### config.mk
export PLATFORM = sky130hd
export DESIGN_NAME = wwd_supervisor
export DESIGN_NICKNAME = d
export VERILOG_FILES = /design/src/wwd_pkg.sv /design/src/wwd_supervisor.sv /design/src/wwd_sync.sv /design/src/wwd_tick.sv
export VERILOG_INCLUDE_DIRS = /design/src
export SDC_FILE = /design/constraint.sdc
export NUM_CORES = 1
export LEC_CHECK = 0
export ABC_AREA = 1
export ABC_CLOCK_PERIOD_IN_PS = 2900
export BUFFER_PORTS_ARGS = -buffer_cell sky130_fd_sc_hd__buf_2
export CAP_MARGIN = 0
export CORE_ASPECT_RATIO = 2
export CORE_MARGIN = 5
export CORE_UTILIZATION = 25
export CTS_BUF_LIST = sky130_fd_sc_hd__clkbuf_8
export DETAILED_ROUTE_END_ITERATION = 8
export GPL_TIMING_DRIVEN = 1
export PLACE_DENSITY = 0.46
export RECOVER_POWER = 25
export SYNTH_ARGS = -nofsm -noshare
export SYNTH_HDL_FRONTEND = slang
export SYNTH_SLANG_ARGS = --single-unit
### constraint.sdc
create_clock -name clk -period 2.9 [get_ports clk]
set_clock_uncertainty 0.15 [all_clocks]
set_input_delay 0.29 -clock clk [delete_from_list [all_inputs] [get_ports clk]]
set_output_delay 0.29 -clock clk [all_outputs]
set_load 0.02 [all_outputs]
### src/wwd_params.svh
// Constants of the window watchdog supervisor: times, table values, register map.
// Assumes the includer counts time in reference ticks of one microsecond.
`ifndef WWD_PARAMS_SVH
`define WWD_PARAMS_SVH
////////////////////////////////////////////////////////////////////////////////
// Clock and reference tick
`define WWD_CLK_NS 4
`define WWD_TICK_NS 1000
`define WWD_TICK_CYCLES ((`WWD_TICK_NS + `WWD_CLK_NS - 1) / `WWD_CLK_NS)
`define WWD_CNT_W 27
////////////////////////////////////////////////////////////////////////////////
// Durations in ticks of one microsecond
`define WWD_DETECT_US 27'd500
`define WWD_SETTLE_US 27'd300
`define WWD_HOLD_FLOAT_US 27'd200000
`define WWD_HOLD_HIGH_US 27'd10000
`define WWD_RST_CAP_OFFSET_US 27'd500
`define WWD_WD_CAP_OFFSET_US 27'd55000
// Fixed windows, pin floating: lower / upper
`define WWD_FL_L00_US 27'd22500
`define WWD_FL_U00_US 27'd55000
`define WWD_FL_L01_US 27'd1880
`define WWD_FL_U01_US 27'd27500
`define WWD_FL_L11_US 27'd800000
`define WWD_FL_U11_US 27'd1600000
// Fixed windows, pin tied to supply: lower / upper
`define WWD_HI_L00_US 27'd8800
`define WWD_HI_U00_US 27'd110000
`define WWD_HI_L01_US 27'd8800
`define WWD_HI_U01_US 27'd195000
`define WWD_HI_L11_US 27'd1880
`define WWD_HI_U11_US 27'd11300
// Window select code that turns the watchdog off
`define WWD_SEL_OFF 2'b10
////////////////////////////////////////////////////////////////////////////////
// Register map
`define WWD_AXI_AW 4
`define WWD_REG_CTRL 4'h0
`define WWD_REG_STATUS 4'h4
`define WWD_CTRL_EN_BIT 0
`define WWD_CTRL_RESET 1'b1
`define WWD_ST_RS_LSB 0
`define WWD_ST_WD_LSB 2
`define WWD_ST_SETTLED_BIT 4
`define WWD_ST_RCFG_LSB 5
`define WWD_ST_WCFG_LSB 7
`define WWD_RESP_OKAY 2'b00
`define WWD_RESP_SLVERR 2'b10
`endif

### src/wwd_pkg.sv
// Types of the window watchdog supervisor.
// Assumes nothing beyond a SystemVerilog compiler.
package wwd_pkg;
  typedef enum logic [1:0] {RS_LOW, RS_HOLD, RS_RUN} wwd_rst_state_t;
  typedef enum logic [1:0] {WD_OFF, WD_MEAS, WD_RUN, WD_FAULT} wwd_wd_state_t;
  typedef enum logic [1:0] {CFG_HIGH, CFG_FLOAT, CFG_CAP} wwd_cfg_t;
endpackage

### src/wwd_supervisor.sv
// Supervisor sequencing and window watchdog with an AXI4-Lite register slave.
// Assumes pin inputs are asynchronous levels and the bus is on clk.
//
// How it works
// - Below lockout, reset stays low, fault stays high, kicks are ignored.
// - Between lockout and minimum supply, reset follows the monitored input.
// - After settling above minimum, reset releases inside window, asserts outside.
// - Any reset assertion forces the fault output high.
// - Kick intervals below lower or above upper bound raise a fault.
// - On reset assertion the delay pin is classified within the detection time.
// - Floating delay pin gives 200 ms hold, tied high gives 10 ms.
// - Capacitor mode charges until trip, then discharges and releases reset.
// - Capacitor hold equals charge time plus a fixed 0.5 ms offset.
// - Capacitor hold bounds follow the capacitor; logic adds only the offset.
// - Timing pin picks floating set, tied-high set, or capacitor upper bound.
// - Capacitor upper bound is measured charge time plus 55 ms.
// - Floating timing pin window table; select 10 disables the watchdog.
// - Tied-high timing pin window table; select 10 disables the watchdog.
// - Capacitor mode lower bound is 1/8, 3/4 or 1/2 of upper.
// - While reset is asserted the watchdog is off and kicks are ignored.
// - A missed window drives the fault low for one hold time, reset untouched.
//
// Implementation choices: the address map and the AXI4-Lite interface to the registers.
`timescale 1ns/10ps
`include "wwd_params.svh"
module wwd_supervisor
  import wwd_pkg::*;
#(
  parameter int TICK_CYCLES = `WWD_TICK_CYCLES
) (
  // Clock and reset
  input wire logic clk,
  input wire logic sys_rst,
  // Supply and monitored input comparators
  input wire logic supplyAboveLockout,
  input wire logic supplyAboveMin,
  input wire logic senseInWindow,
  // Host side
  input wire logic watchdogKickIn,
  output logic systemResetOutN,
  output logic systemResetOeN,
  output logic watchdogFaultOutN,
  output logic watchdogFaultOeN,
  // Reset delay configuration pin
  input wire logic resetDelayCfgHigh,
  input wire logic resetDelayCfgFloat,
  input wire logic resetDelayCapTrip,
  output logic resetDelayCapCharge,
  output logic resetDelayCapDischarge,
  // Watchdog timing configuration pin
  input wire logic watchdogTimingCfgHigh,
  input wire logic watchdogTimingCfgFloat,
  input wire logic watchdogTimingCapTrip,
  output logic watchdogTimingCapCharge,
  // Window selects
  input wire logic windowSelect0,
  input wire logic windowSelect1,
  // AXI4-Lite slave
  input wire logic [`WWD_AXI_AW-1:0] s_axi_awaddr,
  input wire logic s_axi_awvalid,
  output logic s_axi_awready,
  input wire logic [31:0] s_axi_wdata,
  input wire logic [3:0] s_axi_wstrb,
  input wire logic s_axi_wvalid,
  output logic s_axi_wready,
  output logic [1:0] s_axi_bresp,
  output logic s_axi_bvalid,
  input wire logic s_axi_bready,
  input wire logic [`WWD_AXI_AW-1:0] s_axi_araddr,
  input wire logic s_axi_arvalid,
  output logic s_axi_arready,
  output logic [31:0] s_axi_rdata,
  output logic [1:0] s_axi_rresp,
  output logic s_axi_rvalid,
  input wire logic s_axi_rready
);
  localparam int CW = `WWD_CNT_W;

  //////////////////////////////////////////////////////////////////////////////
  // Functions
  function automatic wwd_cfg_t classify(input logic high, input logic float);
    if (high) return CFG_HIGH;
    if (float) return CFG_FLOAT;
    return CFG_CAP;
  endfunction

  // Returns {lower, upper} in ticks
  function automatic logic [2*CW-1:0] winBounds(input wwd_cfg_t cfg, input logic [1:0] sel,
                                                input logic [CW-1:0] capUpper);
    logic [CW-1:0] lo;
    logic [CW-1:0] up;
    lo = '0;
    up = capUpper;
    case (cfg)
      CFG_FLOAT: begin
        case (sel)
          2'b00: begin lo = `WWD_FL_L00_US; up = `WWD_FL_U00_US; end
          2'b01: begin lo = `WWD_FL_L01_US; up = `WWD_FL_U01_US; end
          default: begin lo = `WWD_FL_L11_US; up = `WWD_FL_U11_US; end
        endcase
      end
      CFG_HIGH: begin
        case (sel)
          2'b00: begin lo = `WWD_HI_L00_US; up = `WWD_HI_U00_US; end
          2'b01: begin lo = `WWD_HI_L01_US; up = `WWD_HI_U01_US; end
          default: begin lo = `WWD_HI_L11_US; up = `WWD_HI_U11_US; end
        endcase
      end
      default: begin
        case (sel)
          2'b00: lo = capUpper >> 3;
          2'b01: lo = capUpper - (capUpper >> 2);
          default: lo = capUpper >> 1;
        endcase
      end
    endcase
    return {lo, up};
  endfunction

  function automatic logic [CW-1:0] holdTicks(input wwd_cfg_t cfg, input logic [CW-1:0] capHold);
    case (cfg)
      CFG_FLOAT: return `WWD_HOLD_FLOAT_US;
      CFG_HIGH: return `WWD_HOLD_HIGH_US;
      default: return capHold;
    endcase
  endfunction

  //////////////////////////////////////////////////////////////////////////////
  // Input synchronisation and tick
  logic [11:0] syncd;
  logic tick;
  logic lockS, minS, senseS, kickS, rHighS, rFloatS, rTripS, wHighS, wFloatS, wTripS;
  logic [1:0] selS;

  wwd_sync #(.W(12)) u_sync (
    .clk(clk),
    .sys_rst(sys_rst),
    .din({supplyAboveLockout, supplyAboveMin, senseInWindow, watchdogKickIn,
          resetDelayCfgHigh, resetDelayCfgFloat, resetDelayCapTrip,
          watchdogTimingCfgHigh, watchdogTimingCfgFloat, watchdogTimingCapTrip,
          windowSelect0, windowSelect1}),
    .dout(syncd)
  );

  wwd_tick #(.CYCLES(TICK_CYCLES)) u_tick (
    .clk(clk),
    .sys_rst(sys_rst),
    .tick(tick)
  );

  assign {lockS, minS, senseS, kickS, rHighS, rFloatS, rTripS, wHighS, wFloatS, wTripS} = syncd[11:2];
  assign selS = syncd[1:0];

  //////////////////////////////////////////////////////////////////////////////
  // Supply, reset sequencing
  wwd_rst_state_t rs_reg, rs_next;
  wwd_cfg_t rCfg_reg, rCfg_next;
  logic [CW-1:0] dCnt_reg, dCnt_next, rCnt_reg, rCnt_next, oCnt_reg, oCnt_next;
  logic [CW-1:0] sCnt_reg, sCnt_next, holdLen_reg, holdLen_next;
  logic cfgDone_reg, cfgDone_next, capPh_reg, capPh_next, settled_reg, settled_next;
  logic kickPrev_reg;
  logic pwrOk;
  logic kickFall;

  assign pwrOk = lockS & senseS;
  assign kickFall = kickPrev_reg & ~kickS;

  always_comb begin
    rs_next = rs_reg;
    rCfg_next = rCfg_reg;
    dCnt_next = dCnt_reg;
    rCnt_next = rCnt_reg;
    oCnt_next = oCnt_reg;
    holdLen_next = holdLen_reg;
    cfgDone_next = cfgDone_reg;
    capPh_next = capPh_reg;
    sCnt_next = minS ? sCnt_reg : '0;
    settled_next = minS & settled_reg;
    if (minS && tick && !settled_reg) begin
      sCnt_next = sCnt_reg + 27'd1;
      settled_next = (sCnt_reg >= `WWD_SETTLE_US - 27'd1);
    end
    case (rs_reg)
      RS_LOW: begin
        if (!cfgDone_reg && tick) begin
          dCnt_next = dCnt_reg + 27'd1;
          if (dCnt_reg >= `WWD_DETECT_US - 27'd1) begin
            rCfg_next = classify(rHighS, rFloatS);
            cfgDone_next = 1'b1;
          end
        end
        if (cfgDone_reg && pwrOk) begin
          rs_next = RS_HOLD;
          rCnt_next = '0;
          oCnt_next = '0;
          capPh_next = 1'b0;
        end
      end
      RS_HOLD: begin
        if (tick) rCnt_next = rCnt_reg + 27'd1;
        if (rCfg_reg == CFG_CAP) begin
          if (!capPh_reg && rTripS) capPh_next = 1'b1;
          if (capPh_reg && tick) oCnt_next = oCnt_reg + 27'd1;
          if (capPh_reg && oCnt_reg >= `WWD_RST_CAP_OFFSET_US) begin
            rs_next = RS_RUN;
            holdLen_next = rCnt_reg;
          end
        end else if (rCnt_reg >= holdTicks(rCfg_reg, holdLen_reg)) begin
          rs_next = RS_RUN;
        end
      end
      RS_RUN: rs_next = RS_RUN;
      default: rs_next = RS_LOW;
    endcase
    if (!pwrOk) begin
      rs_next = RS_LOW;
      if (rs_reg != RS_LOW) begin
        cfgDone_next = 1'b0;
        dCnt_next = '0;
      end
    end
  end

  always_ff @(posedge clk) begin
    if (sys_rst) begin
      rs_reg <= RS_LOW;
      rCfg_reg <= CFG_FLOAT;
      dCnt_reg <= '0;
      rCnt_reg <= '0;
      oCnt_reg <= '0;
      sCnt_reg <= '0;
      holdLen_reg <= '0;
      cfgDone_reg <= 1'b0;
      capPh_reg <= 1'b0;
      settled_reg <= 1'b0;
      kickPrev_reg <= 1'b0;
    end else begin
      rs_reg <= rs_next;
      rCfg_reg <= rCfg_next;
      dCnt_reg <= dCnt_next;
      rCnt_reg <= rCnt_next;
      oCnt_reg <= oCnt_next;
      sCnt_reg <= sCnt_next;
      holdLen_reg <= holdLen_next;
      cfgDone_reg <= cfgDone_next;
      capPh_reg <= capPh_next;
      settled_reg <= settled_next;
      kickPrev_reg <= kickS;
    end
  end

  //////////////////////////////////////////////////////////////////////////////
  // Window watchdog
  wwd_wd_state_t wd_reg, wd_next;
  wwd_cfg_t wCfg_reg, wCfg_next;
  logic [1:0] sel_reg, sel_next;
  logic [CW-1:0] wCnt_reg, wCnt_next, capUp_reg, capUp_next;
  logic first_reg, first_next, measured_reg, measured_next;
  logic ctrlEn_reg;
  logic wdEnable;
  logic [2*CW-1:0] bounds;

  assign wdEnable = (rs_reg == RS_RUN) && (selS != `WWD_SEL_OFF) && ctrlEn_reg;
  assign bounds = winBounds(wCfg_reg, sel_reg, capUp_reg);

  always_comb begin
    wd_next = wd_reg;
    wCfg_next = wCfg_reg;
    sel_next = sel_reg;
    wCnt_next = wCnt_reg;
    capUp_next = capUp_reg;
    first_next = first_reg;
    measured_next = measured_reg;
    if (rs_reg != RS_RUN) begin
      wCfg_next = classify(wHighS, wFloatS);
      sel_next = selS;
      measured_next = 1'b0;
    end
    case (wd_reg)
      WD_OFF: begin
        wCnt_next = '0;
        first_next = 1'b1;
        if (wdEnable) wd_next = (wCfg_reg == CFG_CAP && !measured_reg) ? WD_MEAS : WD_RUN;
      end
      WD_MEAS: begin
        if (tick) wCnt_next = wCnt_reg + 27'd1;
        if (wTripS) begin
          capUp_next = wCnt_reg + `WWD_WD_CAP_OFFSET_US;
          measured_next = 1'b1;
          wCnt_next = '0;
          wd_next = WD_RUN;
        end
      end
      WD_RUN: begin
        if (tick) wCnt_next = wCnt_reg + 27'd1;
        if (kickFall) begin
          wCnt_next = '0;
          first_next = 1'b0;
          if (!first_reg && wCnt_reg < bounds[2*CW-1:CW]) wd_next = WD_FAULT;
        end else if (wCnt_reg >= bounds[CW-1:0]) begin
          wCnt_next = '0;
          wd_next = WD_FAULT;
        end
      end
      WD_FAULT: begin
        if (tick) wCnt_next = wCnt_reg + 27'd1;
        if (wCnt_reg >= holdTicks(rCfg_reg, holdLen_reg)) begin
          wCnt_next = '0;
          first_next = 1'b1;
          wd_next = WD_RUN;
        end
      end
      default: wd_next = WD_OFF;
    endcase
    if (!wdEnable || rs_next != RS_RUN) wd_next = WD_OFF;
  end

  always_ff @(posedge clk) begin
    if (sys_rst) begin
      wd_reg <= WD_OFF;
      wCfg_reg <= CFG_FLOAT;
      sel_reg <= 2'h0;
      wCnt_reg <= '0;
      capUp_reg <= '0;
      first_reg <= 1'b1;
      measured_reg <= 1'b0;
    end else begin
      wd_reg <= wd_next;
      wCfg_reg <= wCfg_next;
      sel_reg <= sel_next;
      wCnt_reg <= wCnt_next;
      capUp_reg <= capUp_next;
      first_reg <= first_next;
      measured_reg <= measured_next;
    end
  end

  //////////////////////////////////////////////////////////////////////////////
  // Pin outputs
  always_ff @(posedge clk) begin
    if (sys_rst) begin
      systemResetOutN <= 1'b0;
      systemResetOeN <= 1'b0;
      watchdogFaultOutN <= 1'b1;
      watchdogFaultOeN <= 1'b1;
      resetDelayCapCharge <= 1'b0;
      resetDelayCapDischarge <= 1'b1;
      watchdogTimingCapCharge <= 1'b0;
    end else begin
      systemResetOutN <= (rs_next == RS_RUN);
      systemResetOeN <= (rs_next == RS_RUN);
      watchdogFaultOutN <= (wd_next != WD_FAULT);
      watchdogFaultOeN <= (wd_next != WD_FAULT);
      resetDelayCapCharge <= (rs_next == RS_HOLD) && (rCfg_next == CFG_CAP) && !capPh_next;
      resetDelayCapDischarge <= !((rs_next == RS_HOLD) && (rCfg_next == CFG_CAP) && !capPh_next);
      watchdogTimingCapCharge <= (wd_next == WD_MEAS);
    end
  end

  //////////////////////////////////////////////////////////////////////////////
  // AXI4-Lite slave
  logic awHeld_reg, awHeld_next, wHeld_reg, wHeld_next;
  logic [`WWD_AXI_AW-1:0] awAddr_reg, awAddr_next;
  logic [31:0] wData_reg, wData_next, rdata_next, status;
  logic wStrb0_reg, wStrb0_next, ctrlEn_next;
  logic bvalid_next, rvalid_next;
  logic [1:0] bresp_next, rresp_next;

  always_comb begin
    status = '0;
    status[`WWD_ST_RS_LSB +: 2] = rs_reg;
    status[`WWD_ST_WD_LSB +: 2] = wd_reg;
    status[`WWD_ST_SETTLED_BIT] = settled_reg;
    status[`WWD_ST_RCFG_LSB +: 2] = rCfg_reg;
    status[`WWD_ST_WCFG_LSB +: 2] = wCfg_reg;
    awHeld_next = awHeld_reg;
    wHeld_next = wHeld_reg;
    awAddr_next = awAddr_reg;
    wData_next = wData_reg;
    wStrb0_next = wStrb0_reg;
    ctrlEn_next = ctrlEn_reg;
    bvalid_next = s_axi_bvalid && !s_axi_bready;
    bresp_next = s_axi_bresp;
    rvalid_next = s_axi_rvalid && !s_axi_rready;
    rresp_next = s_axi_rresp;
    rdata_next = s_axi_rdata;
    if (s_axi_awvalid && s_axi_awready) begin
      awHeld_next = 1'b1;
      awAddr_next = s_axi_awaddr;
    end
    if (s_axi_wvalid && s_axi_wready) begin
      wHeld_next = 1'b1;
      wData_next = s_axi_wdata;
      wStrb0_next = s_axi_wstrb[0];
    end
    if (awHeld_reg && wHeld_reg && !s_axi_bvalid) begin
      awHeld_next = 1'b0;
      wHeld_next = 1'b0;
      bvalid_next = 1'b1;
      bresp_next = `WWD_RESP_OKAY;
      if (awAddr_reg == `WWD_REG_CTRL) begin
        if (wStrb0_reg) ctrlEn_next = wData_reg[`WWD_CTRL_EN_BIT];
      end else if (awAddr_reg != `WWD_REG_STATUS) begin
        bresp_next = `WWD_RESP_SLVERR;
      end
    end
    if (s_axi_arvalid && s_axi_arready) begin
      rvalid_next = 1'b1;
      rresp_next = `WWD_RESP_OKAY;
      rdata_next = '0;
      case (s_axi_araddr)
        `WWD_REG_CTRL: rdata_next[`WWD_CTRL_EN_BIT] = ctrlEn_reg;
        `WWD_REG_STATUS: rdata_next = status;
        default: rresp_next = `WWD_RESP_SLVERR;
      endcase
    end
  end

  always_ff @(posedge clk) begin
    if (sys_rst) begin
      awHeld_reg <= 1'b0;
      wHeld_reg <= 1'b0;
      awAddr_reg <= '0;
      wData_reg <= '0;
      wStrb0_reg <= 1'b0;
      ctrlEn_reg <= `WWD_CTRL_RESET;
      s_axi_awready <= 1'b0;
      s_axi_wready <= 1'b0;
      s_axi_bvalid <= 1'b0;
      s_axi_bresp <= 2'h0;
      s_axi_arready <= 1'b0;
      s_axi_rvalid <= 1'b0;
      s_axi_rresp <= 2'h0;
      s_axi_rdata <= '0;
    end else begin
      awHeld_reg <= awHeld_next;
      wHeld_reg <= wHeld_next;
      awAddr_reg <= awAddr_next;
      wData_reg <= wData_next;
      wStrb0_reg <= wStrb0_next;
      ctrlEn_reg <= ctrlEn_next;
      s_axi_awready <= !awHeld_next;
      s_axi_wready <= !wHeld_next;
      s_axi_bvalid <= bvalid_next;
      s_axi_bresp <= bresp_next;
      s_axi_arready <= !rvalid_next;
      s_axi_rvalid <= rvalid_next;
      s_axi_rresp <= rresp_next;
      s_axi_rdata <= rdata_next;
    end
  end
endmodule

### src/wwd_sync.sv
// Two-flop synchroniser for a vector of independent levels.
// Assumes each bit is a slow level from a pin.
`timescale 1ns/10ps
module wwd_sync #(
  parameter int W = 1
) (
  // Clock and reset
  input wire logic clk,
  input wire logic sys_rst,
  // Levels
  input wire logic [W-1:0] din,
  output logic [W-1:0] dout
);
  logic [W-1:0] stage1_reg;
  logic [W-1:0] stage2_reg;

  always_ff @(posedge clk) begin
    if (sys_rst) begin
      stage1_reg <= '0;
      stage2_reg <= '0;
    end else begin
      stage1_reg <= din;
      stage2_reg <= stage1_reg;
    end
  end

  assign dout = stage2_reg;
endmodule

### src/wwd_tick.sv
// Reference tick: one-cycle pulse every CYCLES clocks.
// Assumes CYCLES is between 1 and 65536.
`timescale 1ns/10ps
module wwd_tick #(
  parameter int CYCLES = 250
) (
  // Clock and reset
  input wire logic clk,
  input wire logic sys_rst,
  // Tick pulse
  output logic tick
);
  logic [15:0] cnt_reg;
  logic [15:0] cnt_next;
  logic tick_next;

  always_comb begin
    tick_next = (cnt_reg == 16'(CYCLES - 1));
    cnt_next = tick_next ? 16'h0 : cnt_reg + 16'h1;
  end

  always_ff @(posedge clk) begin
    if (sys_rst) begin
      cnt_reg <= 16'h0;
      tick <= 1'b0;
    end else begin
      cnt_reg <= cnt_next;
      tick <= tick_next;
    end
  end
endmodule
==> metrics.cfg <==
[setup_path]
cp-startpoint = capUp_reg[8]$_SDFFE_PP0P_
r2r-start = capUp_reg[8]$_SDFFE_PP0P_
cp.required_ps = 3280
setup.worst_path.end_class = flip-flop
critPathKind = flip-flop to flip-flop
startpoint_type = flip-flop
worstPathArrival_ps = 3760
crit_fanout = 4

[sta]
min_period_ps = 3380
whs_ps = 111
rsz0062_at_grt = true
drv_slew = 95
relSlewSlack_pct = -12.4
setup_slack_ps = -479
finalHoldViolCount = 0
setup_viol = 44
fmax_mhz = 296
period_share_pct = 117
tightest_slew_ps = 1690

[die]
die_area_um2 = 75500
start_util_pct = 25.1
num_rows = 137
io_pins = 111
dieWidth_um = 197
core-area_um2 = 69600
die_y_um = 384

[worst_hold_path]
hold_start = s_axi_arvalid
hp-class = input pin to flip-flop

[routing]
met1_length_um = 21600
antenna_left = 0
vias = 17700
routed_wl_um = 62200
first_pass_iters = 5
highest_layer = met4
drt_iter0_drc = 611
drc_errors = 0
met2_length_um = 35700
wl_met3_um = 1290
via_per_inst = 4.59
wire_per_inst_um = 16.1

[synthesis]
yosys_warnings = 0
ys.flop_type = dfxtp_1
synth_top_family_by_area = simple AND/OR/NAND/NOR gates
ys_seq_area_share_pct = 31.6
synth_edf_count = 0
yosys-top-cells-count = nand2_1 (535), inv_1 (343), nor2_1 (297)
synth_area_leaders = dfxtp_1 (32%), nand2_1 (12%), ha_1 (10%)
synth_cell_types = 57
synth_top_cell_by_area = dfxtp_1
yosysMostFrequentCell = nand2_1
netlist_area_um2 = 17500
synth_compound_area_share_pct = 15.8
synthMuxAreaShare_pct = 0
synth-simple-area-share_pct = 29.6
syn_avg_cell_area_um2 = 6.79
synthXorXnorAreaFrac_pct = 2.56
postSynthCellCount = 2572
yosys.area.top_type_share_pct = 31.6
ys_ff_latch = 276
synthAdderAreaFrac_pct = 10.3
synth_async_sr_flop_share_pct = 0

[clock_network]
clk_latency_ps = 630
cts-root-buf = clkbuf_8
clkTransAtPathRegs_ps = 90
cts_tree = done
clock_sinks = 276
cts.path.max_buffers = 3
h-tree-depth = 2
cts_buffers = 45

[global_route]
grt_usage_pct = 16.1
antenna_found_initial = 1
grt_pass1_wl_um = 97100
overflow = 0
grt_max_degree = 59
first_global_vias = 18500

[cells_and_area]
final_nets = 3119
drive_above_1_share_pct = 20.0
syn_to_final_growth_pct = 31.9

[pwr]
leakage_nw = 9.93
powerDensity_nw_per_um2 = 357
vdd_drop_max_uv = 272
p_total_mw = 8.23

[status]
status = finished, violations left
violations = capacitance limit, slew limit, setup timing

[place]
portBuffers = 51
hpwl_um = 49100
gp_congestion = 0.865
dp_slack_ps = -1000

[flow_run]
maxCapViolations = 2

layout make-up:
class / count / area [um2]
flip-flops and latches: 276 / 5580
well taps: 903 / 1130
inverters: 355 / 1340
multi-input cells: 1878 / 11300
diodes: 1 / 2.50
fillers: 7635 / 46600
clock buffers: 59 / 812
repair buffers: 357 / 2740
clock inverters: 23 / 176
repair_timing:
item	in CTS	in global routing
endpoints found under the setup margin	32	46
endpoints found under the hold margin	54	0
resized for setup	110	103
hold buffers	40	0
setup buffers	8	7
pin swaps	27	49
per-stage QoR:
stage / TNS, ps / util [%] / instances / cell area (um2)
final: -9230 / 33.1 / 3852 / 23000
after global routing: -22020 / 33.1 / 3852 / 23000
after CTS: -6850 / 32.4 / 3844 / 22600
after detailed placement: -11160 / 29.7 / 3714 / 20700
after global placement: -12040 / 29.7 / 3714 / 20700
after floorplan: -165 / - / 2596 / 17700
logic make-up (layout without fill, tap and decap cells):
| kind of cell | Yosys count | after routing |
|---|---|---|
| and+or+nand+nor | 1170 | 1170 |
| AOI/OAI and AO/OA | 489 | 489 |
| buffers and inverters | 442 | 794 |
| DFF | 276 | 276 |
| adders and majority gates | 143 | 143 |
| xor gates and xnor gates | 51 | 51 |
| other | 1 | 26 |
report_power, final:
part           leakage [nW]  switching, mW  internal, mW
registers              2.24         0.0190          3.82
logic                  7.13          0.340         0.214
clock network         0.552           1.83          2.02
total                  9.93           2.19          6.05
layer usage:
| layer | up-vias | global-route usage [%] |
|---|---|---|
| met5 | - | 0 |
| met4 | 0 | 8.57 |
| met3 | 159 | 1.37 |
| met2 | 252 | 33.8 |
| met1 | 8096 | 14.7 |
| li1 | 9184 | - |
critical path: stages, from the launching register on:
cell and delay [ps]:
dfxtp_4 350, buf_4 140, ha_4 290, nand2_4 80
buf_6 140, nor3_4 210, buf_6 140, a21oi_4 60
o21bai_2 150, a21oi_1 80, o21ai_1 90, a21oi_2 80
ha_1 310, nand2_1 70, inv_2 60, nand3_2 80
nor3_2 190, nand2_2 70, nand2_2 80, nand2_2 60
nand2_4 100, nand2_2 60, nand2_2 50, nand2_2 50
nand2_2 80, inv_1 40
layout by cell type, fill, tap and decap left out, types with 27 or more instances in the layout:
cell and instances:
ha_1 116, buf_2 27, dfxtp_1 258, inv_1 341
nor3_1 50, nor2_1 283, nand3_1 113, nand2_1 500
nand4_1 62, clkbuf_8 59, clkbuf_1 28, a21oi_1 195
buf_4 245, dlygate4sd3_1 40, nand2_2 31, o21ai_0 129
xor2_1 41
worst paths after layout:
kind	endpoint	slack, ps	cells past startpoint
max	wd_reg[0]$_SDFF_PP0_	-480	25
min	s_axi_rdata[5]$_SDFFE_PP0P_	110	4
max reg2reg	wd_reg[0]$_SDFF_PP0_	-480	25
min reg2reg	u_sync.dout[11]$_SDFF_PP0_	250	2
Power figures use the tool's default switching activity.
